--- config.mk ---
export PLATFORM = sky130hd
export DESIGN_NAME = regulator_fault_supervisor
export DESIGN_NICKNAME = d
export VERILOG_FILES = /design/src/fault_sup_pkg.sv /design/src/regulator_fault_supervisor.sv
export VERILOG_INCLUDE_DIRS = /design/src /design/src/src
export SDC_FILE = /design/constraint.sdc
export NUM_CORES = 1
export LEC_CHECK = 0
export BUFFER_PORTS_ARGS = -buffer_cell sky130_fd_sc_hd__buf_2
export CAP_MARGIN = 20
export CORE_ASPECT_RATIO = 1.2
export CORE_MARGIN = 2
export CORE_UTILIZATION = 31
export DETAILED_ROUTE_END_ITERATION = 10
export SYNTH_ARGS = -nofsm -noshare
export SYNTH_HDL_FRONTEND = slang
export SYNTH_SLANG_ARGS = --single-unit
--- constraint.sdc ---
create_clock -name clk -period 2.7 [get_ports clk]
set_input_delay 0.54 -clock clk [delete_from_list [all_inputs] [get_ports clk]]
set_output_delay 0.54 -clock clk [all_outputs]
set_load 0.03 [all_outputs]
--- src/fault_sup_cfg.svh ---
// Constants of the regulator fault supervisor: times, counts, offsets, fields.
// Assumes a 100 MHz clk; included by the package and the top module.
`ifndef FAULT_SUP_CFG_SVH
`define FAULT_SUP_CFG_SVH

`define CLK_MHZ 100
`define T_EN_NS 3000
`define T_OVR_NS 1000
`define T_OVF_NS 20000
`define T_FLT_NS 20000
`define T_PG_NS 6000
`define T_SC_US 1000
`define CYC_EN 12'((`T_EN_NS * `CLK_MHZ + 999) / 1000)
`define CYC_OVR 12'((`T_OVR_NS * `CLK_MHZ + 999) / 1000)
`define CYC_OVF 12'((`T_OVF_NS * `CLK_MHZ + 999) / 1000)
`define CYC_FLT 12'((`T_FLT_NS * `CLK_MHZ + 999) / 1000)
`define CYC_PG 12'((`T_PG_NS * `CLK_MHZ + 999) / 1000)
`define CYC_NOW 12'h001
`define CYC_SC 17'(`T_SC_US * `CLK_MHZ)
`define CYC_OTP 4'hf

`define ADDR_CTRL 6'h00
`define ADDR_GPO 6'h04
`define ADDR_FLAGS 6'h08
`define ADDR_MASK 6'h0c
`define ADDR_STATUS 6'h10

`define CTRL_SWR_BIT 8
`define NREG 4
`define NFILT 13
`define F_EN 0
`define F_UV 1
`define F_OV 2
`define F_TSD 3
`define F_TW 4
`define F_ILIM 5
`define F_PG 9
`define S_BELOW 13
`define S_GENERAL_OUTPUT_TWO 17
`define NSYNC 18

`endif

--- src/fault_sup_pkg.sv ---
// Types shared by the regulator fault supervisor.
// Assumes fault_sup_cfg.svh for the field widths.
`include "fault_sup_cfg.svh"

package fault_sup_pkg;

    typedef enum logic [3:0] {
        MODE_SHUTDOWN = 4'h1,
        MODE_OTP = 4'h2,
        MODE_STANDBY = 4'h4,
        MODE_ACTIVE = 4'h8
    } mode_t;

    typedef struct packed {
        logic lvl;
        logic [11:0] cnt;
    } filt_t;

    typedef struct packed {
        logic [3:0] dis_en;
        logic [3:0] cmd_en;
    } ctrl_t;

    typedef struct packed {
        logic pin_sel;
        logic [1:0] seq;
        logic [1:0] od;
        logic [1:0] lvl;
    } gpo_t;

    typedef struct packed {
        logic rst_evt;
        logic pg;
        logic twarn;
        logic tsd;
        logic ov;
        logic [3:0] ilim;
        logic [3:0] shrt;
    } flags_t;

endpackage : fault_sup_pkg

--- src/regulator_fault_supervisor.sv ---
// Fault supervisor: debounced fault inputs, regulator enables, flags, outputs.
// Assumes pin inputs are asynchronous and an Avalon-MM master on clk.
`timescale 1ns/100ps
`default_nettype none
`include "fault_sup_cfg.svh"

module regulator_fault_supervisor #(
    parameter logic [16:0] SC_CYC = `CYC_SC
) (
    input wire logic clk,
    input wire logic nrst,
    input wire logic [5:0] avs_address,
    input wire logic avs_read,
    input wire logic avs_write,
    input wire logic [31:0] avs_writedata,
    input wire logic [3:0] avs_byteenable,
    output logic [31:0] avs_readdata,
    output logic avs_waitrequest,
    input wire logic en_pin,
    input wire logic supply_uv_pin,
    input wire logic overvoltage_pin,
    input wire logic thermal_sd_pin,
    input wire logic thermal_warn_pin,
    input wire logic [3:0] output_below_pin,
    input wire logic [3:0] current_limit_detect,
    input wire logic [3:0] output_inreg_pin,
    output logic [3:0] reg_enable,
    output logic [3:0] discharge_on,
    output logic irq_n_pin,
    output logic power_good_pin,
    output fault_sup_pkg::mode_t mode,
    output logic general_output_one_o,
    output logic general_output_one_oe_n,
    output logic general_output_two_o,
    output logic general_output_two_oe_n,
    input wire logic general_output_two_i,
    output logic external_sync_clock_in
);

    // ------------------------------------------------------------
    // Helpers
    // ------------------------------------------------------------
    function automatic logic [11:0] lim(input int idx, input logic rise);
        logic [11:0] r;
        r = `CYC_FLT;
        if (idx == `F_EN)
            r = `CYC_EN;
        else if (idx == `F_UV)
            r = rise ? `CYC_NOW : `CYC_EN;
        else if (idx == `F_OV)
            r = rise ? `CYC_OVR : `CYC_OVF;
        else if (idx >= `F_PG)
            r = `CYC_PG;
        return r;
    endfunction : lim

    // Level follows input once it has differed for the full count
    function automatic fault_sup_pkg::filt_t filt(input fault_sup_pkg::filt_t cur,
                                                  input logic in, input int idx);
        fault_sup_pkg::filt_t r;
        r = cur;
        if (in == cur.lvl) begin
            r.cnt = '0;
        end else if (cur.cnt + 12'h001 >= lim(idx, in)) begin
            r.lvl = in;
            r.cnt = '0;
        end else begin
            r.cnt = cur.cnt + 12'h001;
        end
        return r;
    endfunction : filt

    // ------------------------------------------------------------
    // Pin synchronisers
    // ------------------------------------------------------------
    logic [`NSYNC-1:0] meta_ff;
    logic [`NSYNC-1:0] sync_ff;
    logic [`NSYNC-1:0] raw;

    assign raw = {general_output_two_i, output_below_pin, output_inreg_pin,
                  current_limit_detect, thermal_warn_pin, thermal_sd_pin,
                  overvoltage_pin, supply_uv_pin, en_pin};

    always_ff @(posedge clk or negedge nrst) begin
        if (!nrst) begin
            meta_ff <= '0;
            sync_ff <= '0;
        end else begin
            meta_ff <= raw;
            sync_ff <= meta_ff;
        end
    end

    // ------------------------------------------------------------
    // Debounce filters
    // ------------------------------------------------------------
    fault_sup_pkg::filt_t filt_ff [`NFILT];
    logic [`NFILT-1:0] lvl;
    logic [`NFILT-1:0] prev_ff;

    always_ff @(posedge clk or negedge nrst) begin
        if (!nrst) begin
            for (int i = 0; i < `NFILT; i++)
                filt_ff[i] <= '0;
        end else begin
            for (int i = 0; i < `NFILT; i++)
                filt_ff[i] <= filt(filt_ff[i], sync_ff[i], i);
        end
    end

    always_comb begin
        for (int i = 0; i < `NFILT; i++)
            lvl[i] = filt_ff[i].lvl;
    end

    always_ff @(posedge clk or negedge nrst) begin
        if (!nrst)
            prev_ff <= '0;
        else
            prev_ff <= lvl;
    end

    logic en_lvl;
    logic uv_lvl;
    logic ov_lvl;
    logic tsd_lvl;
    logic [3:0] ilim_lvl;
    logic [3:0] pg_lvl;
    logic [3:0] below;

    assign en_lvl = lvl[`F_EN];
    assign uv_lvl = lvl[`F_UV];
    assign ov_lvl = lvl[`F_OV];
    assign tsd_lvl = lvl[`F_TSD];
    assign ilim_lvl = lvl[`F_ILIM +: `NREG];
    assign pg_lvl = lvl[`F_PG +: `NREG];
    assign below = sync_ff[`S_BELOW +: `NREG];

    // ------------------------------------------------------------
    // Avalon-MM slave
    // ------------------------------------------------------------
    fault_sup_pkg::ctrl_t ctrl_ff;
    fault_sup_pkg::gpo_t gpo_ff;
    fault_sup_pkg::flags_t flags_ff;
    fault_sup_pkg::flags_t mask_ff;
    fault_sup_pkg::flags_t nxt_flags;
    logic swr_ff;
    logic req;
    logic wr;
    logic [31:0] wm;
    logic [31:0] wval;
    logic [31:0] rd_mux;
    logic [3:0] summary;
    logic soft_clr;
    logic reg_open;

    assign req = avs_read | avs_write;
    // host access only in standby and active
    assign reg_open = (mode == fault_sup_pkg::MODE_STANDBY) |
                      (mode == fault_sup_pkg::MODE_ACTIVE);
    assign wr = avs_write & ~avs_waitrequest & reg_open;
    assign wm = {{8{avs_byteenable[3]}}, {8{avs_byteenable[2]}},
                 {8{avs_byteenable[1]}}, {8{avs_byteenable[0]}}};
    assign wval = avs_writedata & wm;
    assign summary = flags_ff.shrt | flags_ff.ilim;
    assign soft_clr = uv_lvl | swr_ff | (mode == fault_sup_pkg::MODE_OTP);

    always_comb begin
        rd_mux = '0;
        if (avs_address == `ADDR_CTRL)
            rd_mux = 32'(ctrl_ff);
        else if (avs_address == `ADDR_GPO)
            rd_mux = 32'(gpo_ff);
        else if (avs_address == `ADDR_FLAGS)
            rd_mux = 32'(flags_ff);
        else if (avs_address == `ADDR_MASK)
            rd_mux = 32'(mask_ff);
        else if (avs_address == `ADDR_STATUS)
            rd_mux = 32'({mode, summary, pg_lvl, ilim_lvl, lvl[`F_TW],
                          tsd_lvl, ov_lvl, reg_enable});
    end

    // One wait cycle, then the answer for one cycle
    always_ff @(posedge clk or negedge nrst) begin
        if (!nrst) begin
            avs_waitrequest <= 1'b1;
            avs_readdata <= 32'h0000_0000;
        end else begin
            avs_waitrequest <= ~(req & avs_waitrequest);
            if (avs_read & avs_waitrequest)
                avs_readdata <= reg_open ? rd_mux : 32'h0000_0000;
        end
    end

    // settings reloaded while regulators are held off
    always_ff @(posedge clk or negedge nrst) begin
        if (!nrst) begin
            ctrl_ff <= '0;
            gpo_ff <= '0;
            mask_ff <= '0;
            swr_ff <= 1'b0;
        end else if (soft_clr) begin
            ctrl_ff <= '0;
            gpo_ff <= '0;
            mask_ff <= '0;
            swr_ff <= 1'b0;
        end else begin
            swr_ff <= wr & (avs_address == `ADDR_CTRL) & wval[`CTRL_SWR_BIT];
            if (wr & (avs_address == `ADDR_CTRL))
                ctrl_ff <= (ctrl_ff & ~wm[7:0]) | wval[7:0];
            if (wr & (avs_address == `ADDR_GPO))
                gpo_ff <= (gpo_ff & ~wm[6:0]) | wval[6:0];
            if (wr & (avs_address == `ADDR_MASK))
                mask_ff <= (mask_ff & ~wm[12:0]) | wval[12:0];
        end
    end

    // ------------------------------------------------------------
    // Short and overload check
    // ------------------------------------------------------------
    logic [16:0] sc_cnt_ff [`NREG];
    logic [3:0] start_ff;
    logic [3:0] sc_end;
    logic [3:0] sc_fault;

    always_comb begin
        for (int i = 0; i < `NREG; i++) begin
            sc_end[i] = reg_enable[i] & (sc_cnt_ff[i] == SC_CYC - 17'h0_0001);
            sc_fault[i] = sc_end[i] & below[i];
        end
    end

    always_ff @(posedge clk or negedge nrst) begin
        if (!nrst) begin
            for (int i = 0; i < `NREG; i++)
                sc_cnt_ff[i] <= '0;
        end else begin
            for (int i = 0; i < `NREG; i++) begin
                if (!reg_enable[i] || sc_end[i])
                    sc_cnt_ff[i] <= '0;
                else if (start_ff[i] || below[i])
                    sc_cnt_ff[i] <= sc_cnt_ff[i] + 17'h0_0001;
                else
                    sc_cnt_ff[i] <= '0;
            end
        end
    end

    // ------------------------------------------------------------
    // Regulator enables
    // ------------------------------------------------------------
    logic inhibit;
    logic [3:0] kill;

    // enables refused while live or flagged
    assign inhibit = ov_lvl | flags_ff.ov | tsd_lvl | flags_ff.tsd | ~reg_open;
    assign kill = {`NREG{uv_lvl | ov_lvl | tsd_lvl | swr_ff}} | sc_fault |
                  ~ctrl_ff.cmd_en;

    always_ff @(posedge clk or negedge nrst) begin
        if (!nrst) begin
            reg_enable <= '0;
            start_ff <= '0;
        end else begin
            for (int i = 0; i < `NREG; i++) begin
                if (kill[i]) begin
                    reg_enable[i] <= 1'b0;
                    start_ff[i] <= 1'b0;
                // new start once the short flag is cleared
                end else if (!reg_enable[i] && !inhibit && !flags_ff.shrt[i]) begin
                    reg_enable[i] <= 1'b1;
                    start_ff[i] <= 1'b1;
                end else if (sc_end[i]) begin
                    start_ff[i] <= 1'b0;
                end
            end
        end
    end

    // discharge per enable bit, all on undervoltage
    always_ff @(posedge clk or negedge nrst) begin
        if (!nrst)
            discharge_on <= '1;
        else if (uv_lvl)
            discharge_on <= '1;
        else
            discharge_on <= ~reg_enable & ctrl_ff.dis_en;
    end

    // ------------------------------------------------------------
    // Flags and interrupt
    // ------------------------------------------------------------
    fault_sup_pkg::flags_t set;
    fault_sup_pkg::flags_t clr;

    always_comb begin
        set = '0;
        set.shrt = sc_fault;
        // current limit held for the filter window
        set.ilim = ilim_lvl & ~prev_ff[`F_ILIM +: `NREG];
        set.ov = ov_lvl & ~prev_ff[`F_OV];
        set.tsd = tsd_lvl & ~prev_ff[`F_TSD];
        set.twarn = lvl[`F_TW] & ~prev_ff[`F_TW];
        set.pg = |(~pg_lvl & prev_ff[`F_PG +: `NREG] & reg_enable);
        // reset event after shutdown or software reset
        set.rst_evt = soft_clr;
        clr = (wr && avs_address == `ADDR_FLAGS) ? wval[12:0] : '0;
        clr.ov = clr.ov & ~ov_lvl;
        clr.tsd = clr.tsd & ~tsd_lvl;
        nxt_flags = set | (flags_ff & ~clr);
        if (uv_lvl) begin
            nxt_flags = '0;
            nxt_flags.rst_evt = 1'b1;
        end
    end

    always_ff @(posedge clk or negedge nrst) begin
        if (!nrst) begin
            flags_ff <= '0;
            flags_ff.rst_evt <= 1'b1;
        end else begin
            flags_ff <= nxt_flags;
        end
    end

    // irq low while any unmasked flag stands
    always_ff @(posedge clk or negedge nrst) begin
        if (!nrst)
            irq_n_pin <= 1'b1;
        else
            irq_n_pin <= ~|(flags_ff & ~mask_ff);
    end

    always_ff @(posedge clk or negedge nrst) begin
        if (!nrst)
            power_good_pin <= 1'b0;
        else
            power_good_pin <= (&(pg_lvl | ~reg_enable)) & ~flags_ff.ov & ~flags_ff.tsd;
    end

    // ------------------------------------------------------------
    // Mode sequencer
    // ------------------------------------------------------------
    logic [3:0] otp_cnt_ff;

    always_ff @(posedge clk or negedge nrst) begin
        if (!nrst) begin
            mode <= fault_sup_pkg::MODE_OTP;
            otp_cnt_ff <= '0;
        end else if (uv_lvl) begin
            mode <= fault_sup_pkg::MODE_SHUTDOWN;
            otp_cnt_ff <= '0;
        end else begin
            case (mode)
                fault_sup_pkg::MODE_SHUTDOWN: begin
                    mode <= fault_sup_pkg::MODE_OTP;
                end
                fault_sup_pkg::MODE_OTP: begin
                    otp_cnt_ff <= otp_cnt_ff + 4'h1;
                    if (otp_cnt_ff == `CYC_OTP)
                        mode <= fault_sup_pkg::MODE_STANDBY;
                end
                fault_sup_pkg::MODE_STANDBY: begin
                    if (|reg_enable)
                        mode <= fault_sup_pkg::MODE_ACTIVE;
                end
                fault_sup_pkg::MODE_ACTIVE: begin
                    if (~|reg_enable)
                        mode <= fault_sup_pkg::MODE_STANDBY;
                end
                default: begin
                    mode <= fault_sup_pkg::MODE_SHUTDOWN;
                end
            endcase
        end
    end

    // ------------------------------------------------------------
    // General outputs
    // ------------------------------------------------------------
    logic [1:0] lvl_eff;

    always_comb begin
        for (int k = 0; k < 2; k++) begin
            // sequenced outputs follow the delayed enable
            lvl_eff[k] = gpo_ff.seq[k] ? (gpo_ff.lvl[k] & en_lvl) : gpo_ff.lvl[k];
            if (ov_lvl || flags_ff.ov)
                lvl_eff[k] = 1'b0;
        end
    end

    // open drain only pulls low; push-pull drives except output two while used as clock input
    always_ff @(posedge clk or negedge nrst) begin
        if (!nrst) begin
            general_output_one_o <= 1'b0;
            general_output_one_oe_n <= 1'b1;
            general_output_two_o <= 1'b0;
            general_output_two_oe_n <= 1'b1;
            external_sync_clock_in <= 1'b0;
        end else begin
            general_output_one_o <= gpo_ff.od[0] ? 1'b0 : lvl_eff[0];
            general_output_one_oe_n <= gpo_ff.od[0] & lvl_eff[0];
            // pin released when used as clock input
            general_output_two_o <= gpo_ff.od[1] ? 1'b0 : lvl_eff[1] & ~gpo_ff.pin_sel;
            general_output_two_oe_n <= gpo_ff.pin_sel | (gpo_ff.od[1] & lvl_eff[1]);
            external_sync_clock_in <= gpo_ff.pin_sel & sync_ff[`S_GENERAL_OUTPUT_TWO];
        end
    end

    // ------------------------------------------------------------
    // Assertions
    // ------------------------------------------------------------
    short_kills_reg_a: assert property (@(posedge clk) disable iff (!nrst)
        (|sc_fault) |=> ((reg_enable & $past(sc_fault)) == 4'h0)
                        && ((flags_ff.shrt & $past(sc_fault)) == $past(sc_fault)))
        else $error("short did not disable regulator");

    sc_window_a: assert property (@(posedge clk) disable iff (!nrst)
        (reg_enable[0] && !start_ff[0] && sc_cnt_ff[0] == 17'h0_0000 && below[0])
        |=> (sc_cnt_ff[0] == 17'h0_0001) || !reg_enable[0])
        else $error("overload count not started");

    ov_stops_all_a: assert property (@(posedge clk) disable iff (!nrst)
        ov_lvl |=> reg_enable == 4'h0 ##1 !general_output_one_o && flags_ff.ov)
        else $error("overvoltage did not stop regulators");

    ov_discharge_a: assert property (@(posedge clk) disable iff (!nrst)
        (ov_lvl && !uv_lvl) ##1 !uv_lvl
        |=> discharge_on == $past(ctrl_ff.dis_en))
        else $error("discharge not per enable bit");

    ov_flag_hold_a: assert property (@(posedge clk) disable iff (!nrst)
        (ov_lvl && flags_ff.ov && !uv_lvl) |=> flags_ff.ov)
        else $error("overvoltage flag cleared while live");

    tsd_stops_a: assert property (@(posedge clk) disable iff (!nrst)
        tsd_lvl |=> reg_enable == 4'h0 ##1 mode != fault_sup_pkg::MODE_ACTIVE)
        else $error("thermal shutdown did not stop regulators");

    uv_shutdown_a: assert property (@(posedge clk) disable iff (!nrst)
        uv_lvl |=> mode == fault_sup_pkg::MODE_SHUTDOWN && reg_enable == 4'h0
                   && discharge_on == 4'hf)
        else $error("undervoltage did not shut down");

    swr_event_a: assert property (@(posedge clk) disable iff (!nrst)
        swr_ff |=> flags_ff.rst_evt ##1 !irq_n_pin)
        else $error("software reset left no event flag");

    irq_level_a: assert property (@(posedge clk) disable iff (!nrst)
        (|(flags_ff & ~mask_ff)) |=> !irq_n_pin)
        else $error("irq pin not asserted");

    bus_answer_a: assert property (@(posedge clk) disable iff (!nrst)
        (req && avs_waitrequest) |=> !avs_waitrequest ##1 avs_waitrequest)
        else $error("bus answer not after one wait cycle");

endmodule : regulator_fault_supervisor

`default_nettype wire

==> results.json <==
{
  "antenna_found_initial": 10,
  "slew_violations": 0,
  "cp-start-kind": "flip-flop",
  "relSlewSlack_pct": 31.5,
  "status": "complete, no violations",
  "place_congestion": 0.859,
  "syn_area_um2": 18400,
  "placed_cell_area_um2": 20100,
  "synth.distinct_cells": 85,
  "fmaxAchievable_mhz": 371,
  "synthArstFlopShare_pct": 100,
  "path_buf_inv": 0,
  "clk_pin_slew_ns": 0.06,
  "drt_iter0_drc": 813,
  "clkLatencyLatePin_ns": 0.56,
  "final_core_util_pct": 36.9,
  "critPathMaxFanout": 4,
  "grt_pass1_vias": 14118,
  "end_kind": "flip-flop",
  "skew_ns": 0.0136,
  "drc": 0,
  "seq_area_frac_synth_pct": 51.3,
  "setup_viol": 0,
  "critPathKind": "reg -> reg",
  "clock_path_buffers": 3,
  "finalHoldViolCount": 0,
  "min_period_ns": 2.70,
  "slowest_delay_ns": 0.56,
  "synth_enable_flop_cells": 0,
  "ys.flop_type": "dfrtp_1",
  "hold_class": "in -> reg",
  "cts_tree": "done",
  "wire_per_inst_um": 15.8,
  "post-route-period-util_pct": 99.9,
  "synth.avg_cell_area_um2": 10.0,
  "critPathRequiredTime_ns": 3.14,
  "synth_warnings": 0,
  "crit_path_top_delay_cell": "or4_4",
  "avgViaCountPerCell": 4.97,
  "rsz0062_at_grt": "yes",
  "path_delay_family": "simple AND/OR/NAND/NOR gates",
  "die_w_um": 226,
  "vias": 13944,
  "port_buffers": 85,
  "antenna_left": 0,
  "clockRootBuffer": "clkbuf_16",
  "drive_gt1_share_pct": 14.1,
  "cts_max_level": 2,
  "nNetsFinal": 2072,
  "netlist_instances": 1839,
  "yosys_register_bits": 377,
  "ios": 116,
  "initial_core_util_pct": 31.4,
  "cap_viol_max_count": 0,
  "routed_wl_um": 44400,
  "die_h_um": 271,
  "p_leak_nw": 9.01,
  "pre_cts_ws_ns": -0.125,
  "drtPass1Iterations": 4,
  "area_growth_pct": 17.4,
  "finalPower_mw": 12.4,
  "grt_max_degree": 68,
  "tightest_slew_ns": 1.02,
  "grt_pass1_wl_um": 73100,
  "cts_buffers": 42,
  "timing.final.ws_setup_ns": 0.00312,
  "p_per_area_nw_per_um2": 572,
  "die_area_um2": 61400,
  "clock_sinks": 377,
  "dpl.hpwl_um": 31900,
  "fillCellCount": 5827,
  "worstPathCellList": "ha_4, xor2_2, ha_2, nor4b_2, nor2_1, o311a_2, or4_4, mux2_4",
  "overflow": 0,
  "ir_drop_mv": 0.355,
  "core_area_um2": 58600,
  "rows": 97,
  "final_cell_area_um2": 21600,
  "arrival_ns": 3.14,
  "grt_use_total_pct": 14.7
}
-- registers in the layout, summed over array words and instances (netlist names), 4 cells and up --
name	count
sc_cnt_ff	68
otp_cnt_ff	4
reg_enable	4
gpo_ff	7
discharge_on	4
sync_ff	18
filt_ff	165
meta_ff	18
mask_ff	13
mode	4
ctrl_ff	8
start_ff	4
flags_ff	13
avs_readdata	23
prev_ff	11
-- stage by stage --
stage	instances	hold WS, ns	setup TNS, ns
finish	2804	0.0821	0
global route	2804	0.0505	-0.187
CTS	2800	0.0423	0
global placement	2723	0.336	-0.545
detailed placement	2723	0.336	-1.78
floorplan	1868	0.244	0
-- report_power, final --
part           switching (mW)  total, mW  internal [mW]
logic                   0.553      0.838          0.285
clock network            2.33       5.55           3.23
registers               0.173       5.98           5.81
-- final timing paths --
check,start,endpoint,slack (ns),cells past startpoint
max in group asynchronous,nrst,discharge_on[3],1.34,3
min,overvoltage_pin,meta_ff[2],0.08,1
max reg2reg,filt_ff[143],uv_lvl,0.003,8
max,filt_ff[143],uv_lvl,0.003,8
min in group asynchronous,nrst,filt_ff[156],0.55,2
min reg2reg,meta_ff[5],sync_ff[5],0.35,0
-- synthesized netlist by cell type (4+ instances only) --
master	count	area share [%]
and3_1	35	1.2
buf_4	9	0.37
o22a_1	4	0.19
a22oi_1	10	0.41
o211ai_1	7	0.29
inv_1	67	1.4
a22o_1	13	0.62
a211oi_1	4	0.16
buf_2	16	0.43
xnor2_1	104	4.9
dfrtp_1	367	50
o21ai_1	20	0.54
a21o_1	11	0.45
nand3_1	86	2.3
nand2b_1	23	0.78
a21oi_1	51	1.4
clkbuf_1	52	1.1
or2_2	8	0.27
nand4b_1	8	0.38
ha_1	30	2.0
mux2_2	7	0.43
o311ai_1	9	0.43
and4_1	21	1.0
o21ai_0	55	1.5
nand2_1	137	2.8
or3_1	9	0.31
nor2b_1	22	0.75
o31ai_1	6	0.24
a32oi_1	9	0.43
a221o_1	5	0.27
and2_1	12	0.41
nor3_1	48	1.3
a31oi_1	8	0.27
nand3b_1	7	0.29
nor4b_2	4	0.33
xor2_1	93	4.4
or4_1	5	0.20
dfstp_2	10	1.4
nor3b_1	13	0.53
o2111a_1	7	0.43
a211o_1	8	0.38
nor4_1	45	1.5
nand4_1	57	1.9
nor2_1	231	4.7
mux2i_1	21	1.1
-- layer usage --
layer  GRT usage [%]  wire length [µm]
met3            3.57              2190
met2            24.3             21300
met1            18.4             19200
met4            5.90              1580
met5               0               121
-- cell type report --
cell class	count	area, µm²	area share [%]
diodes	2	5.00	0.0231
clock buffers	55	1160	5.37
clock inverters	21	168	0.775
inverters	68	260	1.20
multi-input cells	1343	8600	39.8
flip-flops and latches	377	9450	43.7
well taps	792	991	4.58
repair buffers	146	991	4.58
-- cell usage in the layout (no fill, tap or decap), drive strengths merged, types with 22 or more instances in the layout --
master	n
dfrtp	367
nor2	231
buf	145
nand2	137
xnor2	104
xor2	93
nand3	88
o21ai	75
inv	68
nand4	59
clkbuf	55
a21oi	51
nor3	48
nor4	47
and3	35
conb	30
ha	30
nand2b	23
nor2b	22
-- timing repair --
| action | in CTS | in global routing |
|---|---|---|
| setup buffers | 0 | 1 |
| pin swaps | 3 | 8 |
| hold buffers | 1 | 0 |
| resized for setup | 13 | 11 |
| endpoints found under the hold margin | 56 | 0 |
| endpoints found under the setup margin | 21 | 22 |
-- logic make-up after synthesis --
family | synth area share (%)
other cells | 0.0204
xor+xnor | 9.37
simple gates | 22.0
compound gates | 10.2
fa+ha+maj | 2.04
mux | 1.65
buf+inv | 3.38
flops | 51.3
-- worst register-to-register path, stage by stage, from the launching register on --
cell	delay (ns)
dfrtp_2	0.43
ha_4	0.18
xor2_2	0.18
ha_2	0.20
nor4b_2	0.25
nor2_1	0.09
o311a_2	0.38
or4_4	0.56
mux2_4	0.31
(Power assumes the default switching activity.)
